===== src/pkg/oitr_pkg.sv =====
// Constants, types and helpers shared by the trim and over-range block
// Notes on behaviour
// - Enable bit gates detection and pin output
// - Flag over-range when input reaches the threshold, or full scale for code 0
// - Hold codes add 0, 3, 7, 15 cycles
// - Hold extension starts when input falls back
// - Hold counted in sampling clock periods
// - Indicator follows sample after fixed latency
// - Amplitude trim code bits 6:4, reset 000
// - Phase trim code bits 3:0, reset 0000
// - Hold, enable, threshold registers reset to zero
package oitr_pkg;

  // ************************************************************
  // Register map
  // ************************************************************
  localparam int                 ADDR_W          = 15;
  localparam int                 DATA_W          = 8;
  localparam logic [ADDR_W-1:0]  ADDR_IMB_TRIM   = 15'h0014;
  localparam logic [ADDR_W-1:0]  ADDR_OVERRANGE_DETECT_ENABLE     = 15'h003a;
  localparam logic [ADDR_W-1:0]  ADDR_OVERRANGE_HOLD_CTRL   = 15'h003b;
  localparam logic [ADDR_W-1:0]  ADDR_OVERRANGE_THRESHOLD_LEVEL     = 15'h003c;
  localparam logic [DATA_W-1:0]  RST_IMB_TRIM    = 8'h00;
  localparam logic [DATA_W-1:0]  RST_OVERRANGE_DETECT_ENABLE      = 8'h00;
  localparam logic [DATA_W-1:0]  RST_OVERRANGE_HOLD_CTRL    = 8'h00;
  localparam logic [DATA_W-1:0]  RST_OVERRANGE_THRESHOLD_LEVEL      = 8'h00;
  localparam logic [DATA_W-1:0]  UNMAPPED_RDATA  = 8'h00;

  // ************************************************************
  // Field layout
  // ************************************************************
  localparam int AMP_LSB  = 4;
  localparam int AMP_W    = 3;
  localparam int PH_LSB   = 0;
  localparam int PH_W     = 4;
  localparam int EN_BIT   = 0;
  localparam int HOLD_LSB = 0;
  localparam int HOLD_W   = 2;

  // ************************************************************
  // Serial frame: read flag, 15-bit address, 8-bit data
  // ************************************************************
  localparam int             FRAME_BITS = 24;
  localparam int             HDR_BITS   = 16;
  localparam int             BCNT_W     = 5;
  localparam logic [BCNT_W-1:0] BCNT_HDR   = 5'h10;
  localparam logic [BCNT_W-1:0] BCNT_FRAME = 5'h18;

  // ************************************************************
  // Over-range detection
  // ************************************************************
  localparam int                  SAMPLE_W     = 16;
  localparam int                  HCNT_W       = 4;
  localparam int                  TH_SHIFT     = 7;
  localparam logic signed [16:0]  FULL_POS     = 17'sh07fff;
  localparam logic signed [16:0]  FULL_NEG     = -17'sh08000;
  localparam int                  LATENCY_DEF  = 4;
  localparam logic [HCNT_W-1:0]   HOLD_EXT_00  = 4'h0;
  localparam logic [HCNT_W-1:0]   HOLD_EXT_01  = 4'h3;
  localparam logic [HCNT_W-1:0]   HOLD_EXT_10  = 4'h7;
  localparam logic [HCNT_W-1:0]   HOLD_EXT_11  = 4'hf;

  // ************************************************************
  // Carriers
  // ************************************************************
  typedef struct packed {
    logic sclk;
    logic sdi;
    logic cs_n;
  } oitr_spi_pins_t;

  typedef struct packed {
    logic                       valid;
    logic signed [SAMPLE_W-1:0] data;
  } oitr_sample_t;

  // Hold code to extra sampling periods
  function automatic logic [HCNT_W-1:0] oitr_hold_cycles(
    input logic [HOLD_W-1:0] code
  );
    case (code)
      2'h0:    oitr_hold_cycles = HOLD_EXT_00;
      2'h1:    oitr_hold_cycles = HOLD_EXT_01;
      2'h2:    oitr_hold_cycles = HOLD_EXT_10;
      default: oitr_hold_cycles = HOLD_EXT_11;
    endcase
  endfunction

endpackage


===== src/rtl/oitr_regs.sv =====
// Serial configuration port, trim and over-range registers, SDO mux
`timescale 1ns/1ps
module oitr_regs
  import oitr_pkg::*;
#(
  parameter int OVR_LATENCY = LATENCY_DEF
) (
  input  wire logic           clk,
  input  wire logic           arst_n,
  input  wire oitr_spi_pins_t spi_pins,
  input  wire oitr_sample_t   sample,
  output logic                sdo,
  output logic                sdo_oe,
  output logic [AMP_W-1:0]    amplitude_trim_code,
  output logic [PH_W-1:0]     phase_trim_code,
  output logic                overrange_indicator
);

  // ************************************************************
  // Types and state
  // ************************************************************
  typedef enum logic {
    ST_IDLE,
    ST_SHIFT
  } oitr_spi_state_t;

  typedef struct packed {
    oitr_spi_pins_t    sync1;
    oitr_spi_pins_t    sync2;
    logic              sclk_prev;
    oitr_spi_state_t   st;
    logic [BCNT_W-1:0] bitcnt;
    logic [FRAME_BITS-1:0] shreg;
    logic [DATA_W-1:0] outsh;
    logic              rd_phase;
    logic              sdo;
    logic              sdo_oe;
    logic              ovr_out;
    logic [DATA_W-1:0] imbalance_trim;
    logic [DATA_W-1:0] overrange_enable_ctrl;
    logic [DATA_W-1:0] overrange_hold_ctrl;
    logic [DATA_W-1:0] overrange_threshold_level;
  } oitr_state_t;

  oitr_state_t state_reg;
  oitr_state_t state_next;

  logic det_flag;

  // ************************************************************
  // Read decode
  // ************************************************************
  function automatic logic [DATA_W-1:0] read_mux(
    input logic [ADDR_W-1:0] addr,
    input oitr_state_t       s
  );
    case (addr)
      ADDR_IMB_TRIM: read_mux = s.imbalance_trim;
      ADDR_OVERRANGE_DETECT_ENABLE:   read_mux = s.overrange_enable_ctrl;
      ADDR_OVERRANGE_HOLD_CTRL: read_mux = s.overrange_hold_ctrl;
      ADDR_OVERRANGE_THRESHOLD_LEVEL:   read_mux = s.overrange_threshold_level;
      default:       read_mux = UNMAPPED_RDATA;
    endcase
  endfunction

  // ************************************************************
  // Detector
  // ************************************************************
  // Detector sees live register values so a change takes effect at once
  oitr_ovr_detect #(
    .LATENCY (OVR_LATENCY)
  ) u_detect (
    .clk       (clk),
    .arst_n    (arst_n),
    .sample    (sample),
    .enable    (state_reg.overrange_enable_ctrl[EN_BIT]),
    .hold_code (state_reg.overrange_hold_ctrl[HOLD_LSB +: HOLD_W]),
    .thresh    (state_reg.overrange_threshold_level),
    .ovr_flag  (det_flag)
  );

  // ************************************************************
  // Next-state logic
  // ************************************************************
  // Pins pass two flops; only the second stage is looked at
  always_comb begin
    logic              rise;
    logic              fall;
    logic [BCNT_W-1:0] cnt_inc;
    logic [ADDR_W-1:0] addr;
    logic              overrange_detect_enable;
    logic [DATA_W-1:0] rdata;
    rise       = 1'b0;
    rdata      = '0;
    fall       = 1'b0;
    cnt_inc    = '0;
    addr       = '0;
    overrange_detect_enable     = state_reg.overrange_enable_ctrl[EN_BIT];
    state_next = state_reg;

    state_next.sync1     = spi_pins;
    state_next.sync2     = state_reg.sync1;
    state_next.sclk_prev = state_reg.sync2.sclk;
    state_next.ovr_out   = det_flag;

    rise    = state_reg.sync2.sclk && !state_reg.sclk_prev;
    fall    = !state_reg.sync2.sclk && state_reg.sclk_prev;
    cnt_inc = state_reg.bitcnt + 5'h1;
    addr    = state_reg.shreg[ADDR_W-1:0];

    case (state_reg.st)
      ST_IDLE: begin
        state_next.bitcnt   = '0;
        state_next.rd_phase = 1'b0;
        // Idle SDO carries the indicator only when enabled
        state_next.sdo    = overrange_detect_enable & det_flag;
        state_next.sdo_oe = overrange_detect_enable;
        if (!state_reg.sync2.cs_n) begin
          state_next.st = ST_SHIFT;
          state_next.sdo    = 1'b0;
          state_next.sdo_oe = 1'b0;
        end
      end

      ST_SHIFT: begin
        if (state_reg.sync2.cs_n) begin
          // Short frames are dropped without any write
          state_next.st     = ST_IDLE;
          state_next.sdo_oe = 1'b0;
          state_next.sdo    = 1'b0;
        end else if (rise && state_reg.bitcnt < BCNT_FRAME) begin
          state_next.shreg  = {state_reg.shreg[FRAME_BITS-2:0],
                               state_reg.sync2.sdi};
          state_next.bitcnt = cnt_inc;
          if (cnt_inc == BCNT_HDR && state_reg.shreg[HDR_BITS-2]) begin
            // Header done on a read: present the MSB at once
            addr = {state_reg.shreg[ADDR_W-2:0], state_reg.sync2.sdi};
            rdata               = read_mux(addr, state_reg);
            state_next.outsh    = rdata;
            state_next.sdo      = rdata[DATA_W-1];
            state_next.sdo_oe   = 1'b1;
            state_next.rd_phase = 1'b1;
          end
          if (cnt_inc == BCNT_FRAME && !state_reg.shreg[FRAME_BITS-2]) begin
            // Write commits on the last rising edge
            addr = state_reg.shreg[DATA_W+ADDR_W-2:DATA_W-1];
            case (addr)
              ADDR_IMB_TRIM:
                state_next.imbalance_trim =
                  {state_reg.shreg[DATA_W-2:0], state_reg.sync2.sdi};
              ADDR_OVERRANGE_DETECT_ENABLE:
                state_next.overrange_enable_ctrl =
                  {state_reg.shreg[DATA_W-2:0], state_reg.sync2.sdi};
              ADDR_OVERRANGE_HOLD_CTRL:
                state_next.overrange_hold_ctrl =
                  {state_reg.shreg[DATA_W-2:0], state_reg.sync2.sdi};
              ADDR_OVERRANGE_THRESHOLD_LEVEL:
                state_next.overrange_threshold_level =
                  {state_reg.shreg[DATA_W-2:0], state_reg.sync2.sdi};
              default: begin
                state_next.imbalance_trim = state_reg.imbalance_trim;
              end
            endcase
          end
        end else if (fall && state_reg.rd_phase &&
                     state_reg.bitcnt > BCNT_HDR &&
                     state_reg.bitcnt < BCNT_FRAME) begin
          // Next read bit goes out on the falling edge
          state_next.outsh = {state_reg.outsh[DATA_W-2:0], 1'b0};
          state_next.sdo   = state_reg.outsh[DATA_W-2];
        end
      end

      default: begin
        state_next.st = ST_IDLE;
      end
    endcase
  end

  // ************************************************************
  // State register
  // ************************************************************
  // Chip select idles high, so its synchroniser resets to one
  always_ff @(posedge clk or negedge arst_n) begin
    if (!arst_n) begin
      state_reg                           <= '0;
      state_reg.sync1                     <= 3'b001;
      state_reg.sync2                     <= 3'b001;
      state_reg.st                        <= ST_IDLE;
      state_reg.imbalance_trim            <= RST_IMB_TRIM;
      state_reg.overrange_enable_ctrl     <= RST_OVERRANGE_DETECT_ENABLE;
      state_reg.overrange_hold_ctrl       <= RST_OVERRANGE_HOLD_CTRL;
      state_reg.overrange_threshold_level <= RST_OVERRANGE_THRESHOLD_LEVEL;
    end else begin
      state_reg <= state_next;
    end
  end

  // ************************************************************
  // Outputs
  // ************************************************************
  // Reserved bits are stored as written; trim fields decode here
  assign amplitude_trim_code =
    state_reg.imbalance_trim[AMP_LSB +: AMP_W];
  assign phase_trim_code =
    state_reg.imbalance_trim[PH_LSB +: PH_W];
  assign overrange_indicator = state_reg.ovr_out;
  assign sdo                 = state_reg.sdo;
  assign sdo_oe              = state_reg.sdo_oe;

endmodule


===== src/rtl/oitr_ovr_detect.sv =====
// Over-range detector with pipeline latency and hold extension
`timescale 1ns/1ps
module oitr_ovr_detect
  import oitr_pkg::*;
#(
  parameter int LATENCY = LATENCY_DEF
) (
  input  wire logic              clk,
  input  wire logic              arst_n,
  input  wire oitr_sample_t      sample,
  input  wire logic              enable,
  input  wire logic [HOLD_W-1:0] hold_code,
  input  wire logic [DATA_W-1:0] thresh,
  output logic                   ovr_flag
);

  // ************************************************************
  // Parameter check
  // ************************************************************
  if (LATENCY < 1 || LATENCY > 64) begin : g_bad_latency
    $error("oitr_ovr_detect: LATENCY must be 1 to 64");
  end

  typedef struct packed {
    logic [LATENCY-1:0] pipe;
    logic [HCNT_W-1:0]  hcnt;
    logic               flag;
  } oitr_det_state_t;

  oitr_det_state_t state_reg;
  oitr_det_state_t state_next;

  // Sample at or beyond either limit; code 0 means the rail codes
  function automatic logic beyond(
    input logic signed [SAMPLE_W-1:0] s,
    input logic [DATA_W-1:0]          th
  );
    logic signed [16:0] hi;
    logic signed [16:0] lo;
    // Placed by slice so no tool can shift in a narrow self width
    hi = '0;
    hi[TH_SHIFT +: DATA_W] = th;
    if (th == 8'h00) begin
      hi = FULL_POS;
    end
    lo = (th == 8'h00) ? FULL_NEG : -hi;
    beyond = (17'(s) >= hi) || (17'(s) <= lo);
  endfunction

  // Pipeline and hold counter advance on sample strobes only
  always_comb begin
    logic over_now;
    logic over_late;
    over_now   = 1'b0;
    over_late  = 1'b0;
    state_next = state_reg;
    if (!enable) begin
      state_next = '0;
    end else if (sample.valid) begin
      over_now  = beyond(sample.data, thresh);
      over_late = state_reg.pipe[LATENCY-1];
      // Oldest stage drops off the top; also legal for a one-stage pipe
      state_next.pipe = LATENCY'({state_reg.pipe, over_now});
      if (over_late) begin
        state_next.hcnt = oitr_hold_cycles(hold_code);
        state_next.flag = 1'b1;
      end else if (state_reg.hcnt != '0) begin
        state_next.hcnt = state_reg.hcnt - 4'h1;
        state_next.flag = 1'b1;
      end else begin
        state_next.flag = 1'b0;
      end
    end
  end

  always_ff @(posedge clk or negedge arst_n) begin
    if (!arst_n) begin
      state_reg <= '0;
    end else begin
      state_reg <= state_next;
    end
  end

  assign ovr_flag = state_reg.flag;

endmodule


===== config.mk =====
export PLATFORM = sky130hd
export DESIGN_NAME = oitr_regs
export DESIGN_NICKNAME = d
export VERILOG_FILES = /design/src/pkg/oitr_pkg.sv /design/src/rtl/oitr_regs.sv /design/src/rtl/oitr_ovr_detect.sv
export SDC_FILE = /design/constraint.sdc
export NUM_CORES = 1
export LEC_CHECK = 0
export ABC_AREA = 1
export ABC_CLOCK_PERIOD_IN_PS = 4100
export BUFFER_PORTS_ARGS = -buffer_cell sky130_fd_sc_hd__buf_4
export CELL_PAD_IN_SITES_DETAIL_PLACEMENT = 2
export CELL_PAD_IN_SITES_GLOBAL_PLACEMENT = 2
export CORE_MARGIN = 2
export CORE_UTILIZATION = 30
export CTS_BUF_LIST = sky130_fd_sc_hd__clkbuf_16
export CTS_CLUSTER_SIZE = 24
export DETAILED_ROUTE_END_ITERATION = 7
export GPL_TIMING_DRIVEN = 0
export PLACE_DENSITY_LB_ADDON = 0.1
export REMOVE_ABC_BUFFERS = 1
export SETUP_SLACK_MARGIN = 0.15
export SYNTH_ARGS = -nofsm -noshare
export SYNTH_HDL_FRONTEND = slang
export SYNTH_SLANG_ARGS = --single-unit
export TNS_END_PERCENT = 30

===== constraint.sdc =====
create_clock -name clk -period 4.1 [get_ports clk]
set_input_delay 0 -clock clk [delete_from_list [all_inputs] [get_ports clk]]
set_output_delay 0 -clock clk [all_outputs]
set_load 0.02 [all_outputs]

==> run metrics <==
CTS resizes=0; drt total wl=14,100 um; post-synthesis sequential area ratio=44.2%; Worst Tran Pin Value=1.21 ns; WS Path Type=flop to flop; Post-CTS Setup Repair Bufs=0; Chip Height=133 um; total number of vias=4,299; RD Place Congestion=0.741; HP Start=sample[15]; CTS Buffer Depth=2; Critical-path top delay cell=nor2_1; Final Critical Period=3.08 ns; die width=133 um; LEAKAGE=2.80 nW; antenna violations before repair=0; final setup violation count=0; CP max FO=15; Final Skew=0.00848 ns; most frequent CP cell=nand2_1; initial core utilization=30.4%; DP Wirelength=10,400 um; Arrival @ worst endpoint=3.33 ns; Critical Path RT=4.34 ns; Buf+Inv Stages, Crit Path=2; antenna diode count=0; first-pass GRT wire length=24,200 um; Critical R2R Launch=state_reg[3]; commonest non-fill, non-tap cell in the layout=nand2_1; Tot GR Track Use=17.3%; Min-Delay Path Class=primary input to flop; vias in the first global route=4,773; Slew HR=19.1%; crit-path max cell delay=0.79 ns; Slew Viols, Final=0; Synth warnings=0; largest net degree at the start of global routing=89; Final Hold Viols=0; Critical Path Source Type=flop; VDD IR max=0.000188 V; total die area=0.0177 mm^2; pwr/cell area=330 mW/mm^2; CTS tree=yes; root buffer cell=clkbuf_16; Synth Cell Area=0.00498 mm^2; DRT iter0 DRCs=140; Via-to-Cell Ratio=4.87; Post-Syn Instances=629; status=completed; Max Cap Viol=0; Crit. End Element=flop; final period utilization=75.2%; crit path from=state_reg[3]; row cnt=47; clk_lat worst skew=0.35 ns; cts hold-fix bufs=5; drc violations=0; crit-path cells=inv_1 -> nand4_1 -> nor2_1 -> inv_1 -> ha_1 -> a21oi_1 -> nand2_1 -> nand2_1 -> nand2_1 -> nand2_1 -> nand3_1 -> nand2_1 -> nand2_1 -> nand2_1 -> nand2_1; synth unique cells=35; post-DR wirelength/cell=16.0 um; layout cells sized above 1=12.2%; f_max=324 MHz; grt ovf=0; CTS H-tree depth=3; Buffers on Ports=31; final net count=708; Antenna Nets Post-Route=0; max FFs per register=65; WHS=0.0355 ns; drt pass-1 iters=4; setup_tns=0 ns; Top Ports=32; most frequent cells in the layout=145 x nand2_1, 86 x dfrtp_1, 71 x nor2_1; Clk pin slew, worst setup/hold paths=0.07 ns; Inserted Clock Buffers=9; RSZ-0062 raised after global routing=no; #FFs+latches synth=88; Core ar.=0.0164 mm^2; synth-to-layout area growth=14.4%; clock sinks=88; synthesized area per cell=7.92 um^2; cell family with the largest share of critical-path delay=simple AND/OR/NAND/NOR gates
report_power, final:
| part | leakage [nW] | internal, mW | total (mW) | switching (mW) |
|---|---|---|---|---|
| Combinational | 1.44 | 0.0474 | 0.154 | 0.106 |
| Sequential | 1.20 | 0.887 | 0.906 | 0.0193 |
| Clock | 0.148 | 0.468 | 0.824 | 0.355 |
metal layers:
| metal | share of wire, % | vias up | routed length, um | global-route usage, % |
|---|---|---|---|---|
| met5 | 0 | - | 0 | 0 |
| met2 | 50 | 44 | 7010 | 29.5 |
| met4 | 1.9 | 0 | 269 | 5.62 |
| li1 | - | 2100 | - | - |
| met3 | 2.2 | 18 | 311 | 3.10 |
| met1 | 46 | 2137 | 6510 | 22.2 |
cells in the mapped netlist:
library cell | number | share of area, %
dfrtp_1 | 86 | 43
clkinv_2 | 1 | 0.10
buf_4 | 7 | 1.1
o21bai_1 | 1 | 0.15
o22ai_1 | 7 | 0.88
o21ai_2 | 8 | 1.4
o31ai_1 | 1 | 0.15
nor3_1 | 4 | 0.40
conb_1 | 1 | 0.075
o21ai_0 | 34 | 3.4
o21ai_1 | 25 | 2.5
nand3_4 | 1 | 0.35
nand4_1 | 16 | 2.0
xor2_1 | 1 | 0.18
nor2_4 | 2 | 0.45
inv_2 | 4 | 0.30
buf_6 | 4 | 0.90
o21a_1 | 1 | 0.15
ha_1 | 29 | 7.3
nand2_2 | 4 | 0.50
dfstp_2 | 2 | 1.1
nor2_2 | 7 | 0.88
clkinv_1 | 2 | 0.15
nor2_8 | 2 | 0.80
a21o_1 | 3 | 0.45
nand2_1 | 145 | 11
nand4_2 | 1 | 0.25
a21oi_1 | 19 | 1.9
nand3_1 | 58 | 5.8
clkbuf_1 | 5 | 0.38
nand2_4 | 4 | 0.90
inv_1 | 68 | 5.1
nor2_1 | 71 | 5.3
buf_2 | 4 | 0.40
nand3b_1 | 1 | 0.15
area by class of cell:
cell class / count / area [um^2]
inverter: 75 / 283
multi-input combinational: 447 / 2360
fill: 1915 / 10700
clock inverter: 7 / 65.1
clock buffer: 9 / 225
timing repair buffer: 36 / 283
sequential: 88 / 2200
tap: 220 / 275
stage by stage:
stage	instances	worst slack, ns	util [%]	area, um^2	power [mW]
5_1_grt	882	0.565	34.7	5700	1.99
3_3_place_gp	861	1.05	32.7	5360	1.07
3_5_place_dp	861	0.918	32.7	5360	1.08
4_1_cts	882	0.909	34.7	5700	1.92
6_report	882	1.02	34.7	5700	1.88
2_1_floorplan	610	1.68	-	4850	0.998
final timing paths:
path / endpoint / slack, ns / cells after the start
max in group asynchronous: u_detect.ovr_flag / 2.88 / 2
min reg2reg: state_next[74] / 0.36 / 0
max: u_detect.state_reg[5] / 1.02 / 15
max reg2reg: u_detect.state_reg[5] / 1.02 / 15
min in group asynchronous: u_detect.state_reg[7] / 0.42 / 2
min: u_detect.state_reg[5] / 0.04 / 6
logic make-up after synthesis:
logic type	count (synthesis)	share of synthesized area (%)
AO/OA/AOI/OAI	99	11.0
adder cells (fa/ha/maj)	29	7.28
buffers and inverters	95	8.41
AND/OR/NAND/NOR	316	28.8
other	1	0.0752
XOR/XNOR	1	0.176
flip-flops	88	44.2
worst reg2reg max path: cells and delay by family, from the launching register on:
family                     cells  cell delay (ns)
DFF                            1             0.45
AOI/OAI and AO/OA              1             0.19
adders and majority gates      1             0.39
buffers and inverters          2             0.45
and+or+nand+nor               11             1.51
No activity file was read; power rests on OpenSTA's default activity.
